$ cat src/hw/pot_core_pkg.sv
package pot_core_pkg;
  // frame layout
  localparam int unsigned BYTE_W         = 8;
  localparam int unsigned BIT_CNT_W      = 3;
  localparam logic [3:0]  DEVICE_TYPE_ID = 4'h6; // arbitrary neutral value
  localparam logic [1:0]  ADDR_PAD       = 2'h0;
  localparam int unsigned POT_COUNT      = 4;
  localparam int unsigned SLOT_COUNT     = 4;
  localparam logic [1:0]  POWER_UP_SLOT  = 2'h0;
  localparam logic [7:0]  WIPER_MAX      = 8'hff;
  localparam logic [7:0]  WIPER_MIN      = 8'h00;
  localparam logic [7:0]  SLOT_RESET     = 8'h80;

  // opcode_bits encodings
  localparam logic [3:0] OP_RD_WIPER   = 4'h9;
  localparam logic [3:0] OP_WR_WIPER   = 4'ha;
  localparam logic [3:0] OP_RD_SLOT    = 4'hb;
  localparam logic [3:0] OP_WR_SLOT    = 4'hc;
  localparam logic [3:0] OP_SLOT2WIPER = 4'hd;
  localparam logic [3:0] OP_WIPER2SLOT = 4'he;
  localparam logic [3:0] OP_GSLOT2WIP  = 4'h1;
  localparam logic [3:0] OP_GWIP2SLOT  = 4'h8;
  localparam logic [3:0] OP_INCDEC     = 4'h2;
  localparam logic [3:0] OP_RD_STATUS  = 4'h4;

  // times
  localparam int unsigned CLK_MHZ               = 200;
  localparam int unsigned NONVOLATILE_WRITE_MS  = 5;
  localparam int unsigned WIPER_SETTLE_MIN_US   = 5;
  localparam int unsigned WIPER_SETTLE_MAX_US   = 10;
  localparam int unsigned NONVOLATILE_WRITE_CYC = NONVOLATILE_WRITE_MS * 1000 * CLK_MHZ;
  localparam int unsigned WIPER_SETTLE_CYC      = WIPER_SETTLE_MIN_US * CLK_MHZ;

  typedef enum logic [2:0] {
    ST_ADDR  = 3'b000,
    ST_INSTR = 3'b001,
    ST_DATA  = 3'b010,
    ST_INCDEC= 3'b011,
    ST_IGNORE= 3'b100,
    ST_DONE  = 3'b101
  } frame_state_t;
endpackage

$ cat src/hw/wiper_settle.sv
`timescale 1ns/10ps
// delays the tap selection by a fixed settle time after each change
module wiper_settle #(
  parameter int unsigned SETTLE_CYC = pot_core_pkg::WIPER_SETTLE_CYC
) (
  input  wire logic       clk,
  input  wire logic       reset_n,
  input  wire logic [7:0] wiper_in,
  output logic      [7:0] tap_out
);
  typedef struct packed {
    logic [7:0]  last;
    logic [7:0]  tap;
    logic [15:0] cnt;
  } settle_t;

  settle_t s_r;
  settle_t s_nxt;

  // restart the settle count on any change, then copy
  always_comb begin
    s_nxt = s_r;
    if (wiper_in != s_r.last) begin
      s_nxt.last = wiper_in;
      s_nxt.cnt  = 16'(SETTLE_CYC);
    end else if (s_r.cnt > 16'h0001) begin
      s_nxt.cnt = s_r.cnt - 16'h0001;
    end else if (s_r.cnt == 16'h0001) begin
      s_nxt.cnt = 16'h0000;
      s_nxt.tap = s_r.last;
    end
  end

  always_ff @(posedge clk or negedge reset_n) begin
    if (!reset_n) begin
      s_r <= '0;
    end else begin
      s_r <= s_nxt;
    end
  end

  assign tap_out = s_r.tap;
endmodule

$ cat src/hw/quad_pot_serial_command_core.sv
`timescale 1ns/10ps
// Functional notes
// - address byte first; upper nibble must equal the device type identifier
// - continue only when address bits 1:0 match the board address pins
// - second byte is the instruction; upper nibble is the opcode
// - instruction bits 1:0 select one of four wipers
// - instruction bits 3:2 select one of four setting slots
// - each pot has an 8-bit wiper decoded to one-of-256 taps
// - wiper changes only by write, slot copy, step, or power-up load
// - power-up loads each wiper from its slot zero
// - wipers are volatile; after power-up they hold slot zero
// - four 8-bit stored slots per pot, readable, writable, copyable
// - a slot change is a nonvolatile write finishing within 5 ms
// - slot commit starts when chip select rises after a write
// - write pending flag readable through the status command
// - wiper tap follows a change within 5 to 10 us
// - step command: clock with data high steps up, low steps down
// - write pending reads one during nonvolatile write, else zero
module quad_pot_serial_command_core #(
  parameter int unsigned NV_WRITE_CYC = pot_core_pkg::NONVOLATILE_WRITE_CYC
) (
  input  wire logic        clk,
  input  wire logic        reset_n,
  input  wire logic        sck,
  input  wire logic        cs_n,
  input  wire logic        sdi,
  input  wire logic        board_address_pin_high,
  input  wire logic        board_address_pin_low,
  output logic             sdo,
  output logic             sdo_oe,
  output logic             write_pending_flag,
  output logic [7:0]       tap_0,
  output logic [7:0]       tap_1,
  output logic [7:0]       tap_2,
  output logic [7:0]       tap_3,
  output logic [1023:0]    tap_select
);
  localparam int unsigned NPOT = pot_core_pkg::POT_COUNT;
  localparam int unsigned NSLT = pot_core_pkg::SLOT_COUNT;

  typedef struct packed {
    logic [1:0]                 sck_s;
    logic [1:0]                 cs_s;
    logic [1:0]                 sdi_s;
    logic [1:0]                 addr_hi_s;
    logic [1:0]                 addr_lo_s;
    logic                       sck_d;
    pot_core_pkg::frame_state_t st;
    logic [2:0]                 bitn;
    logic [7:0]                 shift;
    logic [7:0]                 instr;
    logic [7:0]                 tx;
    logic                       tx_en;
    logic                       sdo;
    logic                       sdo_oe;
    logic                       pend_commit;
    logic [1:0]                 pend_pot;
    logic [1:0]                 pend_slot;
    logic                       pend_all;
    logic [7:0]                 pend_val;
    logic                       nv_busy;
    logic [31:0]                nv_cnt;
    logic                       powered;
    logic [NPOT-1:0][7:0]       wiper;
  } core_t;

  core_t c_r;
  core_t c_nxt;

  // nonvolatile slot array, reset stands for the factory contents
  logic [7:0] slot_r [NPOT][NSLT];
  logic       slot_we;
  logic [1:0] slot_we_pot;
  logic [1:0] slot_we_slot;
  logic       slot_we_all;
  logic [7:0] slot_we_val;

  // saturating single step
  function automatic logic [7:0] step(input logic [7:0] v, input logic up);
    if (up) begin
      step = (v == pot_core_pkg::WIPER_MAX) ? v : v + 8'h01;
    end else begin
      step = (v == pot_core_pkg::WIPER_MIN) ? v : v - 8'h01;
    end
  endfunction

  // one-of-256 decode of a wiper value
  function automatic logic [255:0] onehot(input logic [7:0] v);
    onehot    = '0;
    onehot[v] = 1'b1;
  endfunction

  ////////////////////////////////////////////////////////////////////////
  // frame decode and command execution
  always_comb begin
    logic       rise;
    logic       fall;
    logic       cs_act;
    logic [7:0] byte_in;
    logic [3:0] op;
    logic [1:0] pot;
    logic [1:0] slt;
    rise    = 1'b0;
    fall    = 1'b0;
    cs_act  = 1'b0;
    byte_in = '0;
    op      = '0;
    pot     = '0;
    slt     = '0;
    c_nxt   = c_r;
    slot_we      = 1'b0;
    slot_we_pot  = '0;
    slot_we_slot = '0;
    slot_we_all  = 1'b0;
    slot_we_val  = '0;

    c_nxt.sck_s = {c_r.sck_s[0], sck};
    c_nxt.cs_s  = {c_r.cs_s[0], cs_n};
    c_nxt.sdi_s = {c_r.sdi_s[0], sdi};
    c_nxt.addr_hi_s = {c_r.addr_hi_s[0], board_address_pin_high};
    c_nxt.addr_lo_s = {c_r.addr_lo_s[0], board_address_pin_low};
    c_nxt.sck_d = c_r.sck_s[1];
    rise   = c_r.sck_s[1] & ~c_r.sck_d;
    fall   = ~c_r.sck_s[1] & c_r.sck_d;
    cs_act = ~c_r.cs_s[1];
    byte_in = {c_r.shift[6:0], c_r.sdi_s[1]};
    op  = c_r.instr[7:4];
    pot = c_r.instr[1:0];
    slt = c_r.instr[3:2];

    // power-up load of every wiper from slot zero
    if (!c_r.powered) begin
      c_nxt.powered = 1'b1;
      for (int p = 0; p < NPOT; p++) begin
        c_nxt.wiper[p] = slot_r[p][pot_core_pkg::POWER_UP_SLOT];
      end
    end

    // nonvolatile write timer
    if (c_r.nv_busy) begin
      if (c_r.nv_cnt <= 32'h1) begin
        c_nxt.nv_busy = 1'b0;
        c_nxt.nv_cnt  = '0;
      end else begin
        c_nxt.nv_cnt = c_r.nv_cnt - 32'h1;
      end
    end

    if (!cs_act) begin
      // deselect: commit a pending slot write and rearm the frame
      c_nxt.st     = pot_core_pkg::ST_ADDR;
      c_nxt.bitn   = '0;
      c_nxt.sdo_oe = 1'b0;
      c_nxt.tx_en  = 1'b0;
      if (c_r.pend_commit) begin
        c_nxt.pend_commit = 1'b0;
        c_nxt.nv_busy     = 1'b1;
        c_nxt.nv_cnt      = NV_WRITE_CYC;
        slot_we      = 1'b1;
        slot_we_pot  = c_r.pend_pot;
        slot_we_slot = c_r.pend_slot;
        slot_we_all  = c_r.pend_all;
        slot_we_val  = c_r.pend_val;
      end
    end else if (c_r.powered) begin
      // drive the next output bit on the falling serial clock edge
      if (fall && c_r.tx_en) begin
        c_nxt.sdo_oe = 1'b1;
        c_nxt.sdo    = c_r.tx[7];
        c_nxt.tx     = {c_r.tx[6:0], 1'b0};
      end
      if (rise) begin
        c_nxt.shift = byte_in;
        c_nxt.bitn  = c_r.bitn + 3'h1;
        unique case (c_r.st)
          pot_core_pkg::ST_ADDR: begin
            if (c_r.bitn == 3'h7) begin
              if (byte_in[7:4] == pot_core_pkg::DEVICE_TYPE_ID &&
                  byte_in[1:0] == {c_r.addr_hi_s[1], c_r.addr_lo_s[1]}) begin
                c_nxt.st = pot_core_pkg::ST_INSTR;
              end else begin
                c_nxt.st = pot_core_pkg::ST_IGNORE;
              end
            end
          end
          pot_core_pkg::ST_INSTR: begin
            if (c_r.bitn == 3'h7) begin
              c_nxt.instr = byte_in;
              c_nxt.st    = pot_core_pkg::ST_DATA;
              c_nxt.tx_en = 1'b1;
              unique case (byte_in[7:4])
                pot_core_pkg::OP_RD_WIPER:  c_nxt.tx = c_r.wiper[byte_in[1:0]];
                pot_core_pkg::OP_RD_SLOT:   c_nxt.tx = slot_r[byte_in[1:0]][byte_in[3:2]];
                pot_core_pkg::OP_RD_STATUS: c_nxt.tx = {7'h00, c_r.nv_busy};
                pot_core_pkg::OP_WR_WIPER,
                pot_core_pkg::OP_WR_SLOT:   c_nxt.tx_en = 1'b0;
                pot_core_pkg::OP_INCDEC: begin
                  c_nxt.tx_en = 1'b0;
                  c_nxt.st    = pot_core_pkg::ST_INCDEC;
                end
                pot_core_pkg::OP_SLOT2WIPER: begin
                  c_nxt.tx_en = 1'b0;
                  c_nxt.st    = pot_core_pkg::ST_DONE;
                  c_nxt.wiper[byte_in[1:0]] = slot_r[byte_in[1:0]][byte_in[3:2]];
                end
                pot_core_pkg::OP_GSLOT2WIP: begin
                  c_nxt.tx_en = 1'b0;
                  c_nxt.st    = pot_core_pkg::ST_DONE;
                  for (int p = 0; p < NPOT; p++) begin
                    c_nxt.wiper[p] = slot_r[p][byte_in[3:2]];
                  end
                end
                pot_core_pkg::OP_WIPER2SLOT,
                pot_core_pkg::OP_GWIP2SLOT: begin
                  c_nxt.tx_en       = 1'b0;
                  c_nxt.st          = pot_core_pkg::ST_DONE;
                  c_nxt.pend_commit = 1'b1;
                  c_nxt.pend_pot    = byte_in[1:0];
                  c_nxt.pend_slot   = byte_in[3:2];
                  c_nxt.pend_all    = (byte_in[7:4] == pot_core_pkg::OP_GWIP2SLOT);
                  c_nxt.pend_val    = c_r.wiper[byte_in[1:0]];
                end
                default: begin
                  c_nxt.tx_en = 1'b0;
                  c_nxt.st    = pot_core_pkg::ST_IGNORE;
                end
              endcase
            end
          end
          pot_core_pkg::ST_DATA: begin
            if (c_r.bitn == 3'h7) begin
              c_nxt.st = pot_core_pkg::ST_DONE;
              if (op == pot_core_pkg::OP_WR_WIPER) begin
                c_nxt.wiper[pot] = byte_in;
              end
              if (op == pot_core_pkg::OP_WR_SLOT) begin
                c_nxt.pend_commit = 1'b1;
                c_nxt.pend_pot    = pot;
                c_nxt.pend_slot   = slt;
                c_nxt.pend_all    = 1'b0;
                c_nxt.pend_val    = byte_in;
              end
            end
          end
          pot_core_pkg::ST_INCDEC: begin
            c_nxt.wiper[pot] = step(c_r.wiper[pot], c_r.sdi_s[1]);
          end
          pot_core_pkg::ST_IGNORE,
          pot_core_pkg::ST_DONE: begin
            c_nxt.bitn = c_r.bitn;
          end
          default: c_nxt.st = pot_core_pkg::ST_IGNORE;
        endcase
      end
    end
  end

  ////////////////////////////////////////////////////////////////////////
  // state register
  always_ff @(posedge clk or negedge reset_n) begin
    if (!reset_n) begin
      c_r        <= '0;
      c_r.sck_s  <= 2'h0;
      c_r.cs_s   <= 2'h3;
      c_r.st     <= pot_core_pkg::ST_ADDR;
    end else begin
      c_r <= c_nxt;
    end
  end

  // slot storage; commit once chip select releases
  always_ff @(posedge clk or negedge reset_n) begin
    if (!reset_n) begin
      for (int p = 0; p < NPOT; p++) begin
        for (int s = 0; s < NSLT; s++) begin
          slot_r[p][s] <= pot_core_pkg::SLOT_RESET;
        end
      end
    end else if (slot_we) begin
      for (int p = 0; p < NPOT; p++) begin
        if (slot_we_all) begin
          slot_r[p][slot_we_slot] <= c_r.wiper[p];
        end else if (p == int'(slot_we_pot)) begin
          slot_r[p][slot_we_slot] <= slot_we_val;
        end
      end
    end
  end

  ////////////////////////////////////////////////////////////////////////
  // tap outputs, each settled before it moves
  logic [NPOT-1:0][7:0] tap_w;
  logic [1023:0]        sel_r;

  for (genvar g = 0; g < NPOT; g++) begin : g_settle
    wiper_settle u_settle (
      .clk      (clk),
      .reset_n  (reset_n),
      .wiper_in (c_r.wiper[g]),
      .tap_out  (tap_w[g])
    );
  end

  // registered one-of-256 selections
  always_ff @(posedge clk or negedge reset_n) begin
    if (!reset_n) begin
      sel_r <= '0;
    end else begin
      sel_r <= {onehot(tap_w[3]), onehot(tap_w[2]), onehot(tap_w[1]), onehot(tap_w[0])};
    end
  end

  assign sdo                = c_r.sdo;
  assign sdo_oe             = c_r.sdo_oe;
  assign write_pending_flag = c_r.nv_busy;
  assign tap_0              = tap_w[0];
  assign tap_1              = tap_w[1];
  assign tap_2              = tap_w[2];
  assign tap_3              = tap_w[3];
  assign tap_select         = sel_r;
endmodule

$ cat config.mk
export PLATFORM = sky130hd
export DESIGN_NAME = quad_pot_serial_command_core
export DESIGN_NICKNAME = d
export VERILOG_FILES = /design/src/hw/pot_core_pkg.sv /design/src/hw/wiper_settle.sv /design/src/hw/quad_pot_serial_command_core.sv
export SDC_FILE = /design/constraint.sdc
export NUM_CORES = 2
export LEC_CHECK = 0
export ABC_CLOCK_PERIOD_IN_PS = 7310
export BUFFER_PORTS_ARGS = -buffer_cell sky130_fd_sc_hd__buf_4
export CAP_MARGIN = 30
export CORE_AREA = 2 2 412 414
export CTS_CLUSTER_DIAMETER = 200
export DETAILED_ROUTE_END_ITERATION = 8
export DIE_AREA = 0 0 414 416
export PLACE_DENSITY = 0.47
export SKIP_CTS_REPAIR_TIMING = 1
export SLEW_MARGIN = 15
export SYNTH_ARGS = -nofsm -noshare
export SYNTH_HDL_FRONTEND = slang
export SYNTH_SLANG_ARGS = --single-unit
$ cat constraint.sdc
create_clock -name clk -period 7.31 [get_ports clk]
set_input_delay 0.3655 -clock clk [delete_from_list [all_inputs] [get_ports clk]]
set_output_delay 0.3655 -clock clk [all_outputs]
set_load 0.05 [all_outputs]
# Word-level counts from Yosys, hierarchy flattened
# Index checks and enable logic that the tools add are counted.
[word_totals]
mem_bits_rw = 0
latch_bits = 0
word_cells = 316
rom_bits = 0
register_bits = 1404
memories = 0
output_inout_bits = 1059
in_bits = 7
[classes]
mux = 122
n_eq_ne = 43
bitwise_logic = 16
magnitude_cmp = 21
n_addsub = 8
reduce_logical = 51
n_shift = 0
n_div = 0
mul = 0
[op_table]
columns = ["operator", "n"]
rows = [
  ["$mux W32", 18],
  ["$bwmux W32", 11],
  ["$mux W8", 25],
  ["$mux W16", 12],
  ["$bmux W8 S2", 7],
  ["$mux W33", 3],
  ["$pmux W32 S3", 1],
  ["$mux W14", 5],
  ["$bmux W32 S2", 1],
  ["$eq A16 B1 Y1 const B", 4],
  ["$gt A16 B1 Y1 const B", 4],
  ["$pmux W32 S2", 1],
  ["$sub A16 B1 Y16 const B", 4],
  ["$demux W8 S2", 3],
  ["$mux W47", 1],
  ["$eq A4 B4 Y1 const B", 9],
  ["$lt A8 B9 Y1 const B", 4],
  ["$mux W17", 2],
  ["$demux W1 S8", 4],
  ["$ge A8 B1 Y1 const B", 4],
  ["$le A32 B1 Y1 const B", 1],
  ["$ne A8 B8 Y1", 4],
  ["$sub A32 B1 Y32 const B", 1],
  ["$mux W31", 1],
  ["49 further kinds", 131],
]

# Longest topological paths before layout
[depth]
word_depth = 14
ltp_mapped = 11
ltp_nobuf = 9

# Hierarchy
# From an unflattened synthesis, not the netlist that was laid out.
[unflattened]
cells_unflattened = 4501
area_unflattened_um2 = 52487.8
[modules_own_cells]
columns = ["module", "cells_each", "area_each_um2", "instances"]
rows = [
  ["quad_pot_serial_command_core", 3929, 46116.7, 1],
  ["wiper_settle", 143, 1592.8, 4],
]

# Worst setup path after synthesis
# No wires, ideal clock.
[synth_timing]
kind = "reg2reg"
start = "register c_r[92] (netlist name)"
end = "register c_r[17] (netlist name)"
stages_incl_launch_ff = 12
arrival_ps = 2949
setup_time_ps = 91
t_required_ps = 7219
period_less_slack_ps = 3039
path_slack_ps = 4271
path_cell_list = "dfrtp_1 -> buf_6 -> mux4_4 -> inv_1 -> ha_1 -> inv_1 -> or3_2 -> buf_2 -> o211a_1 -> or4_4 -> or2_1 -> o221ai_1"
[synth_rtl]
columns = ["element", "line", "rtl"]
rows = [
  ["start, declared", "quad_pot_serial_command_core.sv:67", "core_t c_r;"],
  ["start signal, assigned", "quad_pot_serial_command_core.sv:267", "c_r <= c_nxt;"],
]

==> results.ini <==
[synth]
synthCells = 4479
postSynthAreaPerCell_sq_um = 11.6
yosysSeqAreaShare_pct = 67.8
ys.flop_type = dfrtp_1
async_flop_share_pct = 100
syn-cell-area_sq_um = 51800
synth_nets = 4501
synth-edff-count = 0
synth-seq-cells = 1403
ys_types = 84
yosys_warnings = 0

[floorplanning]
std_cell_rows = 151
dieWidth_microns = 414
die-area_sq_um = 172000
pin_count = 1066
start_util_pct = 30.8
fp.dieH_microns = 416
core-area_sq_um = 168000

[sta]
clock.fmax_mhz = 256
post-route-period-util_pct = 53.4
setup_viol = 0
skew_ns = 0.0440
slew_viol_final = 0
rsz0062_at_grt = no
period_minus_slack_ns = 3.90
fin_setup_tns_ns = 0
max-slew-margin-rel_pct = 28.0
final_hold_viol_count = 0
tightest_slew_ns = 1.08
setup_slack_ns = 3.41

[placed_design]
hpwl_mm = 146
dp_cells = 7525
port_buffers = 1065
pre_cts_ws_ns = 3.46
gp_congestion = 0.931

[route]
num_vias = 38291
drc = 0
routed_via_density = 4.90
first_pass_iters = 6
drt-total-wl_mm = 203
antenna_left = 0
drtIter0Drc = 3483
routedWlPerCell_microns = 26.0

[cells_and_area]
syn2layout_area_growth_pct = 30.4
layout_commonest_cell = dfrtp_1
nFillCells = 16260
final_cell_mix = dfrtp_1, nor2_1, buf_4, nand2_1, o21ai_0
drive_gt1_share_pct = 28.4
nets = 5498
regArea_sq_um = 35100
final_core_util_pct = 40.2
final_cells = 7818
multiInputGateArea_sq_um = 15100

[min_path]
hp-class = input pin to asynchronous set/reset pin

[pwr]
pwr-share-comb_pct = 2.5
p_sw_share_pct = 22.7
internal-power_w = 0.0126
p_clk_share_pct = 49.7
p_per_area_nw_per_um2 = 242
power_frac_seq_pct = 47.8
leakagePower_nw = 33.1
power_switching_w = 0.00372
vdd_drop_max_mv = 0.250

[cts]
cts_made_buffers = 156
path_clk_slew_ns = 0.06
root_buffer = clkbuf_16
cts_buffer_depth = 3
clock_latency_ns = 0.82
cts_tree = built
clock-sinks = 1403
htreeDepth = 4

[flow_run]
drv_cap = 0

[global_route]
grt_pass1_wl_mm = 289
overflow = 0
grtUsageTotal_pct = 23.0
antenna_found_initial = 0
grt_max_degree = 175
first_global_vias = 36984

[status]
outcome = complete, no violations

[worst_setup_path]
path_class = register to register
setup.worst_path.start_class = register
critPathSlowestCell = dfrtp_1
critPathBufInv = 2
cp.required_ns = 7.91
arrival_ns = 4.51
path_cells = mux4_4, inv_1, ha_1, inv_1, or3_2, o221ai_1, a21boi_0, o221ai_1
cp_slowest_stage_delay_ns = 0.84
crit_fanout = 19
critPathCaptureType = register
critPathTopFamily = compound AO/OA/AOI/OAI gates

-- synthesized netlist by cell type (all sizes together), types with 49 or more instances --
master	n	area [sq um]
mux2	56	631
nor2	1186	4450
nand3	75	375
buf	53	360
dfrtp	1385	34700
mux4	69	1570
xnor2	75	657
o21ai	193	966
nor3	49	250
a21oi	121	606
nand2	353	1330
clkbuf	275	1070
mux2i	66	661
-- final cells by class --
type                            instances  share of cell area (%)
Inverter                               33                   0.183
Sequential cell                      1403                    52.0
Clock buffer                          217                    6.53
Timing Repair Buffer                 1167                    13.4
Tap cell                             2218                    4.11
Multi-Input combinational cell       2715                    22.4
Antenna cell                            1                 0.00371
Clock inverter                         64                    1.34
-- cell families after synthesis --
logic type,after synthesis,synth area share [%]
AND/OR/NAND/NOR,1873,15.1
flip-flops,1403,67.8
AO/OA/AOI/OAI,526,6.32
buffers and inverters,361,3.01
multiplexers,191,5.52
XOR/XNOR,109,1.84
adder cells (fa/ha/maj),15,0.362
other,1,0.00724
-- state kept, by name, indices dropped and copies added (netlist names) --
signal                     cells
c_nxt                          6
c_r                          114
g_settle.u_settle.s_r         96
g_settle.u_settle.tap_out     32
sdo                            1
sdo_oe                         1
slot_r                       128
tap_select                  1024
write_pending_flag             1
-- through the flow --
| stage | hold slack (ns) | total power, W | area, sq um |
|---|---|---|---|
| floorplan | 0.0699 | 0.00813 | 51800 |
| global placement | 0.336 | 0.00838 | 61800 |
| detailed placement | 0.337 | 0.00838 | 62100 |
| CTS | -0.506 | 0.0165 | 67400 |
| global route | 0.180 | 0.0169 | 67500 |
| finish | 0.157 | 0.0164 | 67500 |
-- per-layer routing --
layer | global-route usage, % | vias up | wire length [microns]
met5 | 0 | - | 0
met4 | 8.63 | 0 | 7760
met3 | 4.42 | 312 | 10900
met2 | 38.3 | 1327 | 100000
met1 | 29.9 | 19854 | 84200
li1 | - | 16798 | -
-- final timing paths --
path | startpoint | end | slack, ns | cells after the start
max in group asynchronous | reset_n | tap_select[48] | 5.13 | 4
max | c_r[92] | c_r[20] | 3.41 | 8
min reg2reg | c_nxt[119] | c_r[119] | 0.35 | 0
min in group clk | cs_n | c_nxt[121] | 0.22 | 2
min | reset_n | tap_select[942] | 0.16 | 2
max reg2reg | c_r[92] | c_r[20] | 3.41 | 8
-- power by group through the flow --
stage               clock network, W  registers [W]  logic [W]
floorplan                          0        0.00793   0.000209
global placement                   0        0.00797   0.000414
detailed placement                 0        0.00797   0.000412
CTS                          0.00829        0.00783   0.000413
global route                 0.00862        0.00783   0.000452
finish                       0.00813        0.00783   0.000406
No activity file was read; power rests on OpenSTA's default activity.
